`config.mk`:
```
export PLATFORM = sky130hd
export DESIGN_NAME = pmc_power_mode_controller
export DESIGN_NICKNAME = d
export VERILOG_FILES = /design/src/core/pmc_power_mode_controller.v /design/src/core/pmc_clk_gate.v
export VERILOG_INCLUDE_DIRS = /design/src /design/src/include
export SDC_FILE = /design/constraint.sdc
export NUM_CORES = 1
export LEC_CHECK = 0
export ABC_AREA = 1
export BUFFER_PORTS_ARGS = -buffer_cell sky130_fd_sc_hd__buf_2
export CAP_MARGIN = 25
export CORE_ASPECT_RATIO = 1.25
export CORE_MARGIN = 3
export CORE_UTILIZATION = 35
export CTS_CLUSTER_SIZE = 20
export DETAILED_ROUTE_END_ITERATION = 10
export PLACE_DENSITY_LB_ADDON = 0.3
export SLEW_MARGIN = 20
export SYNTH_ARGS = -nofsm -noshare
export SYNTH_HDL_FRONTEND = slang
export SYNTH_SLANG_ARGS = --single-unit
```
`constraint.sdc`:
```
create_clock -name clk_i -period 1.9 [get_ports clk_i]
set_input_delay 0.19 -clock clk_i [delete_from_list [all_inputs] [get_ports clk_i]]
set_output_delay 0.19 -clock clk_i [all_outputs]
set_load 0.05 [all_outputs]
```
`src/include/pmc_defines.vh`:
```
// Constants for the power mode controller: register offsets, bit positions, reset values.
// Assumes inclusion by bare name from the design files.
`ifndef PMC_DEFINES_VH
`define PMC_DEFINES_VH
`define PMC_ADR_PWR_CTRL 4'h0
`define PMC_ADR_HF_OSC 4'h1
`define PMC_ADR_REG_CTRL 4'h2
`define PMC_ADR_CLK_CFG 4'h3
`define PMC_ADR_PERIPH_EN 4'h4
`define PMC_ADR_STATUS 4'h5
`define PMC_ADR_IRQ_STAT 4'h6
`define PMC_ADR_IRQ_MASK 4'h7
`define PMC_BIT_IDLE 0
`define PMC_BIT_STOP 1
`define PMC_BIT_SUSPEND 0
`define PMC_BIT_SHUTDOWN_SEL 0
`define PMC_BIT_REG5V_EN 1
`define PMC_CLK_SEL_HFOSC 2'h0
`define PMC_RST_CLK_SEL 2'h0
`define PMC_RST_PRE_DIV 2'h2
`define PMC_RST_POST_DIV 3'h3
`define PMC_RST_REG_CTRL 2'h2
`define PMC_MODE_NORMAL 5'h01
`define PMC_MODE_IDLE 5'h02
`define PMC_MODE_SUSPEND 5'h04
`define PMC_MODE_STOP 5'h08
`define PMC_MODE_SHUTDOWN 5'h10
`define PMC_EV_IDLE_WAKE 0
`define PMC_EV_SUSP_WAKE 1
`define PMC_EV_STOP_EXIT 2
`endif

```
`src/core/pmc_power_mode_controller.v`:
```
// Power mode controller: sequences normal, idle, suspend, stop and shutdown modes.
// Assumes a classic Wishbone master, synchronous inputs, and wake/reset sources from the chip.
// ****************************************************************
// ****************************************************************
//
// Added by the designer: the Wishbone register port and the placing of the registers.
`include "pmc_defines.vh"
module pmc_power_mode_controller #(
    parameter N_PERIPH = 8
) (
    input wire clk_i,
    input wire rst_i,
    input wire ce_i,
    input wire cyc_i,
    input wire stb_i,
    input wire we_i,
    input wire [3:0] adr_i,
    input wire [3:0] sel_i,
    input wire [31:0] dat_i,
    output reg [31:0] dat_o,
    output reg ack_o,
    input wire irq_pending_i,
    input wire usb_bus_activity_i,
    input wire other_reset_i,
    input wire reset_pin_n_i,
    input wire por_i,
    input wire [N_PERIPH-1:0] periph_in_use_i,
    output reg core_clk_en_o,
    output reg periph_clk_en_o,
    output wire [N_PERIPH-1:0] periph_gate_o,
    output reg power_nets_on_o,
    output reg pin_retain_o,
    output reg reg5v_on_o,
    output reg [1:0] system_clock_sel_o,
    output reg [1:0] osc_pre_div_o,
    output reg [2:0] osc_post_div_o,
    output reg [4:0] mode_o,
    output reg irq_o
);
    // ****************************************************************
    // Mode state
    // ****************************************************************
    localparam [4:0] S_NORMAL = `PMC_MODE_NORMAL;
    localparam [4:0] S_IDLE = `PMC_MODE_IDLE;
    localparam [4:0] S_SUSPEND = `PMC_MODE_SUSPEND;
    localparam [4:0] S_STOP = `PMC_MODE_STOP;
    localparam [4:0] S_SHUTDOWN = `PMC_MODE_SHUTDOWN;

    reg [4:0] state_q;
    reg [4:0] state_d;
    reg idle_req_q;
    reg stop_req_q;
    reg suspend_req_q;
    reg shutdown_sel_q;
    reg reg5v_en_q;
    reg [N_PERIPH-1:0] periph_en_q;
    reg [2:0] irq_stat_q;
    reg [2:0] irq_mask_q;
    reg [2:0] ev;
    reg idle_wake;
    reg susp_wake;

    wire bus_req = cyc_i & stb_i & ~ack_o;
    wire wr = bus_req & we_i & sel_i[0];
    // A pin event or power-on reset is the only way out of shutdown.
    wire hard_reset = ~reset_pin_n_i | por_i;
    wire any_reset = hard_reset | other_reset_i;

    always @* begin
        state_d = state_q;
        idle_wake = 1'b0;
        susp_wake = 1'b0;
        ev = 3'h0;
        case (state_q)
            S_NORMAL: begin
                if (stop_req_q) begin
                    state_d = shutdown_sel_q ? S_SHUTDOWN : S_STOP;
                end else if (suspend_req_q && system_clock_sel_o == `PMC_CLK_SEL_HFOSC) begin
                    state_d = S_SUSPEND;
                end else if (idle_req_q) begin
                    state_d = S_IDLE;
                end
            end
            S_IDLE: begin
                if (irq_pending_i) begin
                    state_d = S_NORMAL;
                    idle_wake = 1'b1;
                    ev[`PMC_EV_IDLE_WAKE] = 1'b1;
                end
            end
            S_SUSPEND: begin
                if (usb_bus_activity_i) begin
                    state_d = S_NORMAL;
                    susp_wake = 1'b1;
                    ev[`PMC_EV_SUSP_WAKE] = 1'b1;
                end
            end
            S_STOP: begin
                if (any_reset) begin
                    state_d = S_NORMAL;
                    ev[`PMC_EV_STOP_EXIT] = 1'b1;
                end
            end
            S_SHUTDOWN: begin
                if (hard_reset) begin
                    state_d = S_NORMAL;
                    ev[`PMC_EV_STOP_EXIT] = 1'b1;
                end
            end
            default: begin
                state_d = S_NORMAL;
            end
        endcase
    end

    // ****************************************************************
    // Register decode
    // ****************************************************************
    // Only byte lane zero is decoded, so a write with sel_i[0] low is ignored but still answered.
    wire wr_pwr_ctrl = wr && (adr_i == `PMC_ADR_PWR_CTRL);
    wire wr_hf_osc = wr && (adr_i == `PMC_ADR_HF_OSC);
    wire wr_reg_ctrl = wr && (adr_i == `PMC_ADR_REG_CTRL);
    wire wr_clk_cfg = wr && (adr_i == `PMC_ADR_CLK_CFG);
    wire wr_periph_en = wr && (adr_i == `PMC_ADR_PERIPH_EN);
    wire wr_irq_stat = wr && (adr_i == `PMC_ADR_IRQ_STAT);
    wire wr_irq_mask = wr && (adr_i == `PMC_ADR_IRQ_MASK);
    wire rd_req = bus_req & ~we_i;

    // ****************************************************************
    // Bus handshake
    // ****************************************************************
    // Every access is answered on the first edge with ce_i high after it is taken, so a master waits longer while ce_i is low.
    always @(posedge clk_i) begin
        if (rst_i) begin
            ack_o <= 1'b0;
        end else if (ce_i) begin
            ack_o <= bus_req;
        end
    end

    // ****************************************************************
    // Control register next values
    // ****************************************************************
    reg idle_req_d;
    reg stop_req_d;
    reg suspend_req_d;
    reg shutdown_sel_d;
    reg reg5v_en_d;
    reg [N_PERIPH-1:0] periph_en_d;
    reg [2:0] irq_stat_d;
    reg [2:0] irq_mask_d;

    always @* begin
        idle_req_d = idle_req_q;
        stop_req_d = stop_req_q;
        suspend_req_d = suspend_req_q;
        shutdown_sel_d = shutdown_sel_q;
        reg5v_en_d = reg5v_en_q;
        periph_en_d = periph_en_q;
        irq_mask_d = irq_mask_q;
        if (wr_pwr_ctrl) begin
            idle_req_d = dat_i[`PMC_BIT_IDLE];
            stop_req_d = dat_i[`PMC_BIT_STOP];
        end
        if (wr_hf_osc) begin
            suspend_req_d = dat_i[`PMC_BIT_SUSPEND];
        end
        if (wr_reg_ctrl) begin
            shutdown_sel_d = dat_i[`PMC_BIT_SHUTDOWN_SEL];
            reg5v_en_d = dat_i[`PMC_BIT_REG5V_EN];
        end
        if (wr_periph_en) begin
            periph_en_d = dat_i[N_PERIPH-1:0];
        end
        if (wr_irq_mask) begin
            irq_mask_d = dat_i[2:0];
        end
        // A wake clears its request after any firmware write, so the wake is never undone.
        if (idle_wake) begin
            idle_req_d = 1'b0;
        end
        if (susp_wake) begin
            suspend_req_d = 1'b0;
        end
        // The stop request is used up on entry, so the exit does not fall straight back into stop.
        if (state_q == S_NORMAL && state_d != S_NORMAL && stop_req_q) begin
            stop_req_d = 1'b0;
        end
    end

    // ****************************************************************
    // Interrupt status next value
    // ****************************************************************
    // A wake event that meets a write-one-to-clear in the same cycle keeps its bit set.
    always @* begin
        irq_stat_d = irq_stat_q & ~(wr_irq_stat ? dat_i[2:0] : 3'h0);
        irq_stat_d = irq_stat_d | ev;
    end

    // ****************************************************************
    // State and control registers
    // ****************************************************************
    // All state holds while the clock enable is low.
    always @(posedge clk_i) begin
        if (rst_i) begin
            state_q <= S_NORMAL;
            idle_req_q <= 1'b0;
            stop_req_q <= 1'b0;
            suspend_req_q <= 1'b0;
            shutdown_sel_q <= 1'b0;
            reg5v_en_q <= 1'b1;
            periph_en_q <= {N_PERIPH{1'b0}};
            irq_stat_q <= 3'h0;
            irq_mask_q <= 3'h0;
        end else if (ce_i) begin
            state_q <= state_d;
            idle_req_q <= idle_req_d;
            stop_req_q <= stop_req_d;
            suspend_req_q <= suspend_req_d;
            shutdown_sel_q <= shutdown_sel_d;
            reg5v_en_q <= reg5v_en_d;
            periph_en_q <= periph_en_d;
            irq_stat_q <= irq_stat_d;
            irq_mask_q <= irq_mask_d;
        end
    end

    // ****************************************************************
    // Clock configuration
    // ****************************************************************
    // The selector and dividers are plain outputs; the oscillator itself lives outside this block.
    always @(posedge clk_i) begin
        if (rst_i) begin
            system_clock_sel_o <= `PMC_RST_CLK_SEL;
            osc_pre_div_o <= `PMC_RST_PRE_DIV;
            osc_post_div_o <= `PMC_RST_POST_DIV;
        end else if (ce_i && wr_clk_cfg) begin
            system_clock_sel_o <= dat_i[1:0];
            osc_pre_div_o <= dat_i[3:2];
            osc_post_div_o <= dat_i[6:4];
        end
    end

    // ****************************************************************
    // Read data
    // ****************************************************************
    // Unmapped indices read as zero and ignore writes, but are still answered.
    reg [31:0] rd_data_d;

    always @* begin
        case (adr_i)
            `PMC_ADR_PWR_CTRL: rd_data_d = {30'h0, stop_req_q, idle_req_q};
            `PMC_ADR_HF_OSC: rd_data_d = {31'h0, suspend_req_q};
            `PMC_ADR_REG_CTRL: rd_data_d = {30'h0, reg5v_en_q, shutdown_sel_q};
            `PMC_ADR_CLK_CFG: rd_data_d = {25'h0, osc_post_div_o, osc_pre_div_o, system_clock_sel_o};
            `PMC_ADR_PERIPH_EN: rd_data_d = {{(32-N_PERIPH){1'b0}}, periph_en_q};
            `PMC_ADR_STATUS: rd_data_d = {27'h0, state_q};
            `PMC_ADR_IRQ_STAT: rd_data_d = {29'h0, irq_stat_q};
            `PMC_ADR_IRQ_MASK: rd_data_d = {29'h0, irq_mask_q};
            default: rd_data_d = 32'h0;
        endcase
    end

    // The read word is held until the next read, so a slow master still finds it.
    always @(posedge clk_i) begin
        if (rst_i) begin
            dat_o <= 32'h0;
        end else if (ce_i && rd_req) begin
            dat_o <= rd_data_d;
        end
    end

    // ****************************************************************
    // Clock enables
    // ****************************************************************
    // Enables follow the next state, so they change on the same edge as the mode register.
    always @(posedge clk_i) begin
        if (rst_i) begin
            core_clk_en_o <= 1'b1;
            periph_clk_en_o <= 1'b1;
        end else if (ce_i) begin
            core_clk_en_o <= (state_d == S_NORMAL);
            periph_clk_en_o <= (state_d == S_NORMAL) || (state_d == S_IDLE);
        end
    end

    // ****************************************************************
    // Power nets and pin retention
    // ****************************************************************
    // The regulator ignores the mode, so a 5V supply that was enabled stays up through shutdown.
    always @(posedge clk_i) begin
        if (rst_i) begin
            power_nets_on_o <= 1'b1;
            pin_retain_o <= 1'b0;
            reg5v_on_o <= 1'b1;
        end else if (ce_i) begin
            power_nets_on_o <= !(state_d == S_STOP || state_d == S_SHUTDOWN);
            pin_retain_o <= (state_d == S_STOP || state_d == S_SHUTDOWN);
            reg5v_on_o <= reg5v_en_q;
        end
    end

    // ****************************************************************
    // Mode and interrupt outputs
    // ****************************************************************
    // The interrupt line is registered, so it follows a status or mask change one cycle later.
    always @(posedge clk_i) begin
        if (rst_i) begin
            mode_o <= S_NORMAL;
            irq_o <= 1'b0;
        end else if (ce_i) begin
            mode_o <= state_d;
            irq_o <= |(irq_stat_q & irq_mask_q);
        end
    end

    // ****************************************************************
    // Peripheral clock gates
    // ****************************************************************
    // A gate drops its enable when its peripheral is unused or the mode stops peripheral clocks.
    genvar g;
    generate
        for (g = 0; g < N_PERIPH; g = g + 1) begin : g_gate
            pmc_clk_gate u_gate (
                .clk_i(clk_i),
                .rst_i(rst_i),
                .ce_i(ce_i),
                .run_i(state_d == S_NORMAL || state_d == S_IDLE),
                .in_use_i(periph_en_q[g] & periph_in_use_i[g]),
                .gate_o(periph_gate_o[g])
            );
        end
    endgenerate
endmodule // pmc_power_mode_controller

```
`src/core/pmc_clk_gate.v`:
```
// Clock-enable gate for one consumer: holds an enable flop that follows a request.
// Assumes the consumer treats the enable as a synchronous clock qualifier.
module pmc_clk_gate (
    input wire clk_i,
    input wire rst_i,
    input wire ce_i,
    input wire run_i,
    input wire in_use_i,
    output reg gate_o
);
    always @(posedge clk_i) begin
        if (rst_i) begin
            gate_o <= 1'b0;
        end else if (ce_i) begin
            gate_o <= run_i & in_use_i;
        end
    end
endmodule // pmc_clk_gate

```
==> run summary <==
Synth Area in XOR/XNOR = 0%
Critical Path Fanout Max = 9
GP Congestion = 0.933
Met3 Resource Use GR = 3.05%
Final Skew = 0.0117 ns
Worst Path Required = 2.09 ns
Peak VDD IR = 324 uV
Tot GR Track Use = 16.0%
GR peak layer = met2
Register bit total from synthesis = 54
Layout cells sized above 1 = 22.0%
CTS tree = built
Critical Path AT = 1.83 ns
Cell count after synthesis = 399
Hpwl dp = 5.73 mm
Post-Syn Area = 0.00278 mm2
Most common cell in the netlist = nand2_1
Power Dens Cells = 700 mW/mm2
I/O Buffers = 66
Ranking of synthesized cells by area = dfxtp_1 (39%), nand2_1 (13%), buf_4 (8.9%)
Post-Syn Area per Cell = 6.97 um2
Pin count of the biggest net entering global routing = 30
GR Util met2 = 26.7%
Post-Synth Adder-Cell Area = 0%
Antenna Nets Post-Route = 0
Worst hold path class = in -> reg
P_leak = 0.00153 uW
Placed cells = 544
Mux share of post-synthesis cell area = 0%
Routed WL per cell = 13.4 um
Worst-Skew Late Latency = 0.31 ns
Max Slew Vio Count = 0
Post-CTS setup buffer count = 0
DRT iter0 DRCs = 106
IO Pins = 118
# diodes = 0
Post-synth ARST share = 0%
Vias per cell = 4.83
Compound-cell area share of the yosys netlist = 16.6%
CORE AREA = 0.00753 mm2
# rows = 35
Finished Layout Cells = 552
Setup crit start kind = register
Drt drc = 0
CP startpoint = mode_o[4]
Layout Nets = 518
Hold_sp = dat_i[4]
Post-synth EDFFs = 0
CTS Sinks = 54
Die footprint = 0.00906 mm2
Die Y = 106 um
Sequential element share of the synthesized area = 38.8%
Root buf cell = clkbuf_8
Final Hold Vio Count = 0
Commonest cells post-synth = nand2_1 (97), dfxtp_1 (54), a21oi_1 (37), inv_1 (37)
Area share of the largest cell type after synthesis = 38.8%
Vias post-DR = 2667
Tmin final = 1.65 ns
Max-capacitance violation count = 0
Worst r2r src = mode_o[4]
Congestion Overflow GR = 0
Simple-gate portion of the synthesized area = 28.1%
Final setup vio count = 0
Initial Util = 36.9%
Clock buffer depth = 2
Status = completed
Initial antenna violation count = 0
Resized cells post-CTS = 0
Reg clk slew, reported paths = 0.10 ns
Endpoint class of the critical path = register
Final period util = 86.7%
Die X = 85.8 um
Area Growth Syn to Fin = 13.8%
Final setup TNS = 0 ns
Largest family of logic cells by synthesized area = simple AND/OR/NAND/NOR gates
Routing usage on met1 = 20.1%
CTS Hold Bufs = 0
1st-pass router iterations = 4
Ys Warns = 0
Fmax = 0.607 GHz
Global-route wire length before repair = 11.7 mm
Vias in the first global route = 2460
Setup CP Type = reg -> reg
Final WL = 7.41 mm
H-tree depth = 2
RSZ-0062 raised after global routing = no
Count of cell types in the netlist = 33
Dominant synthesized flop cell = dfxtp_1
Num CTS Buffers = 5
Leading area contributor after synthesis = dfxtp_1
-- routing by layer --
metal | routed length, um | up-vias
met5 | 0 | -
li1 | - | 1366
met2 | 3550 | 105
met4 | 162 | 0
met3 | 485 | 10
met1 | 3210 | 1186
-- worst max-delay path, cell delays in order, from the launching register on --
cell	delay, ns
dfxtp_1	0.41
inv_1	0.17
nand2_1	0.11
nor2_1	0.06
nand2_1	0.06
nand2_1	0.07
nor2_1	0.25
nand4_4	0.21
nand3_1	0.12
a21oi_1	0.07
-- registers in the layout (all words and copies together) (netlist names) --
register	cells
suspend_req_q	1
dat_o	8
ack_o	1
periph_en_q	8
shutdown_sel_q	1
system_clock_sel_o	2
osc_pre_div_o	2
power_nets_on_o	1
irq_mask_q	3
mode_o	5
idle_req_q	1
periph_clk_en_o	1
stop_req_q	1
irq_o	1
osc_post_div_o	3
reg5v_on_o	1
g_gate.u_gate.gate_o	8
reg5v_en_q	1
pin_retain_o	1
core_clk_en_o	1
irq_stat_q	3
-- layout by cell type, fill, tap and decap left out --
cell type / n
nor3_2: 2
nand4_4: 1
clkinv_2: 2
nor2_2: 3
nor3_1: 2
nand2_1: 97
a22o_1: 1
conb_1: 24
a21oi_1: 37
inv_1: 37
o21ai_0: 28
or2_2: 3
nand2_4: 1
inv_2: 3
dfxtp_1: 54
a31oi_1: 1
nor2_1: 33
o211ai_1: 7
clkinv_4: 1
nand3_2: 2
clkbuf_8: 5
clkinvlp_4: 1
buf_2: 66
o22a_1: 1
o2111ai_1: 2
buf_4: 8
nand4_1: 6
nor2_4: 1
o21ai_1: 2
and2_1: 1
a211oi_1: 2
a21oi_2: 2
nand3_1: 24
-- final timing paths --
check        slack (ns)                      end  cells past startpoint
max                0.25  g_gate[2].u_gate.gate_o                      9
min                0.09        osc_post_div_o[0]                      3
max reg2reg        0.25  g_gate[2].u_gate.gate_o                      9
min reg2reg        0.47                 dat_o[6]                      2
-- report_power, final --
part	leakage [uW]	internal, uW	switching, uW
clock	0.0000441	260	396
combinational	0.00105	86.8	311
sequential	0.000437	1150	15.2
-- cell type report --
cell class,instances,area (um2)
repair buffers,74,390
clock buffers,5,68.8
clock inverters,3,21.3
flip-flops and latches,54,1080
fillers,832,4370
multi-input cells,283,1340
inverters,41,155
well taps,92,115
-- stage by stage --
stage	hold slack (ns)	utilization [%]	total power [uW]	area [um2]	setup slack, ns
after detailed placement	0.417	40.8	1590	3080	0.281
after global placement	0.417	40.8	1580	3080	0.309
after CTS	0.0833	42.0	2240	3170	0.259
final	0.0894	42.0	2220	3170	0.253
after floorplan	0.316	-	1520	2870	0.134
after global routing	0.0945	42.0	2310	3170	0.0981
-- cell families after synthesis --
| family | after synthesis |
|---|---|
| AOI/OAI and AO/OA | 83 |
| buffers and inverters | 85 |
| DFF | 54 |
| other | 1 |
| and+or+nand+nor | 176 |
No activity file was read; power rests on OpenSTA's default activity.
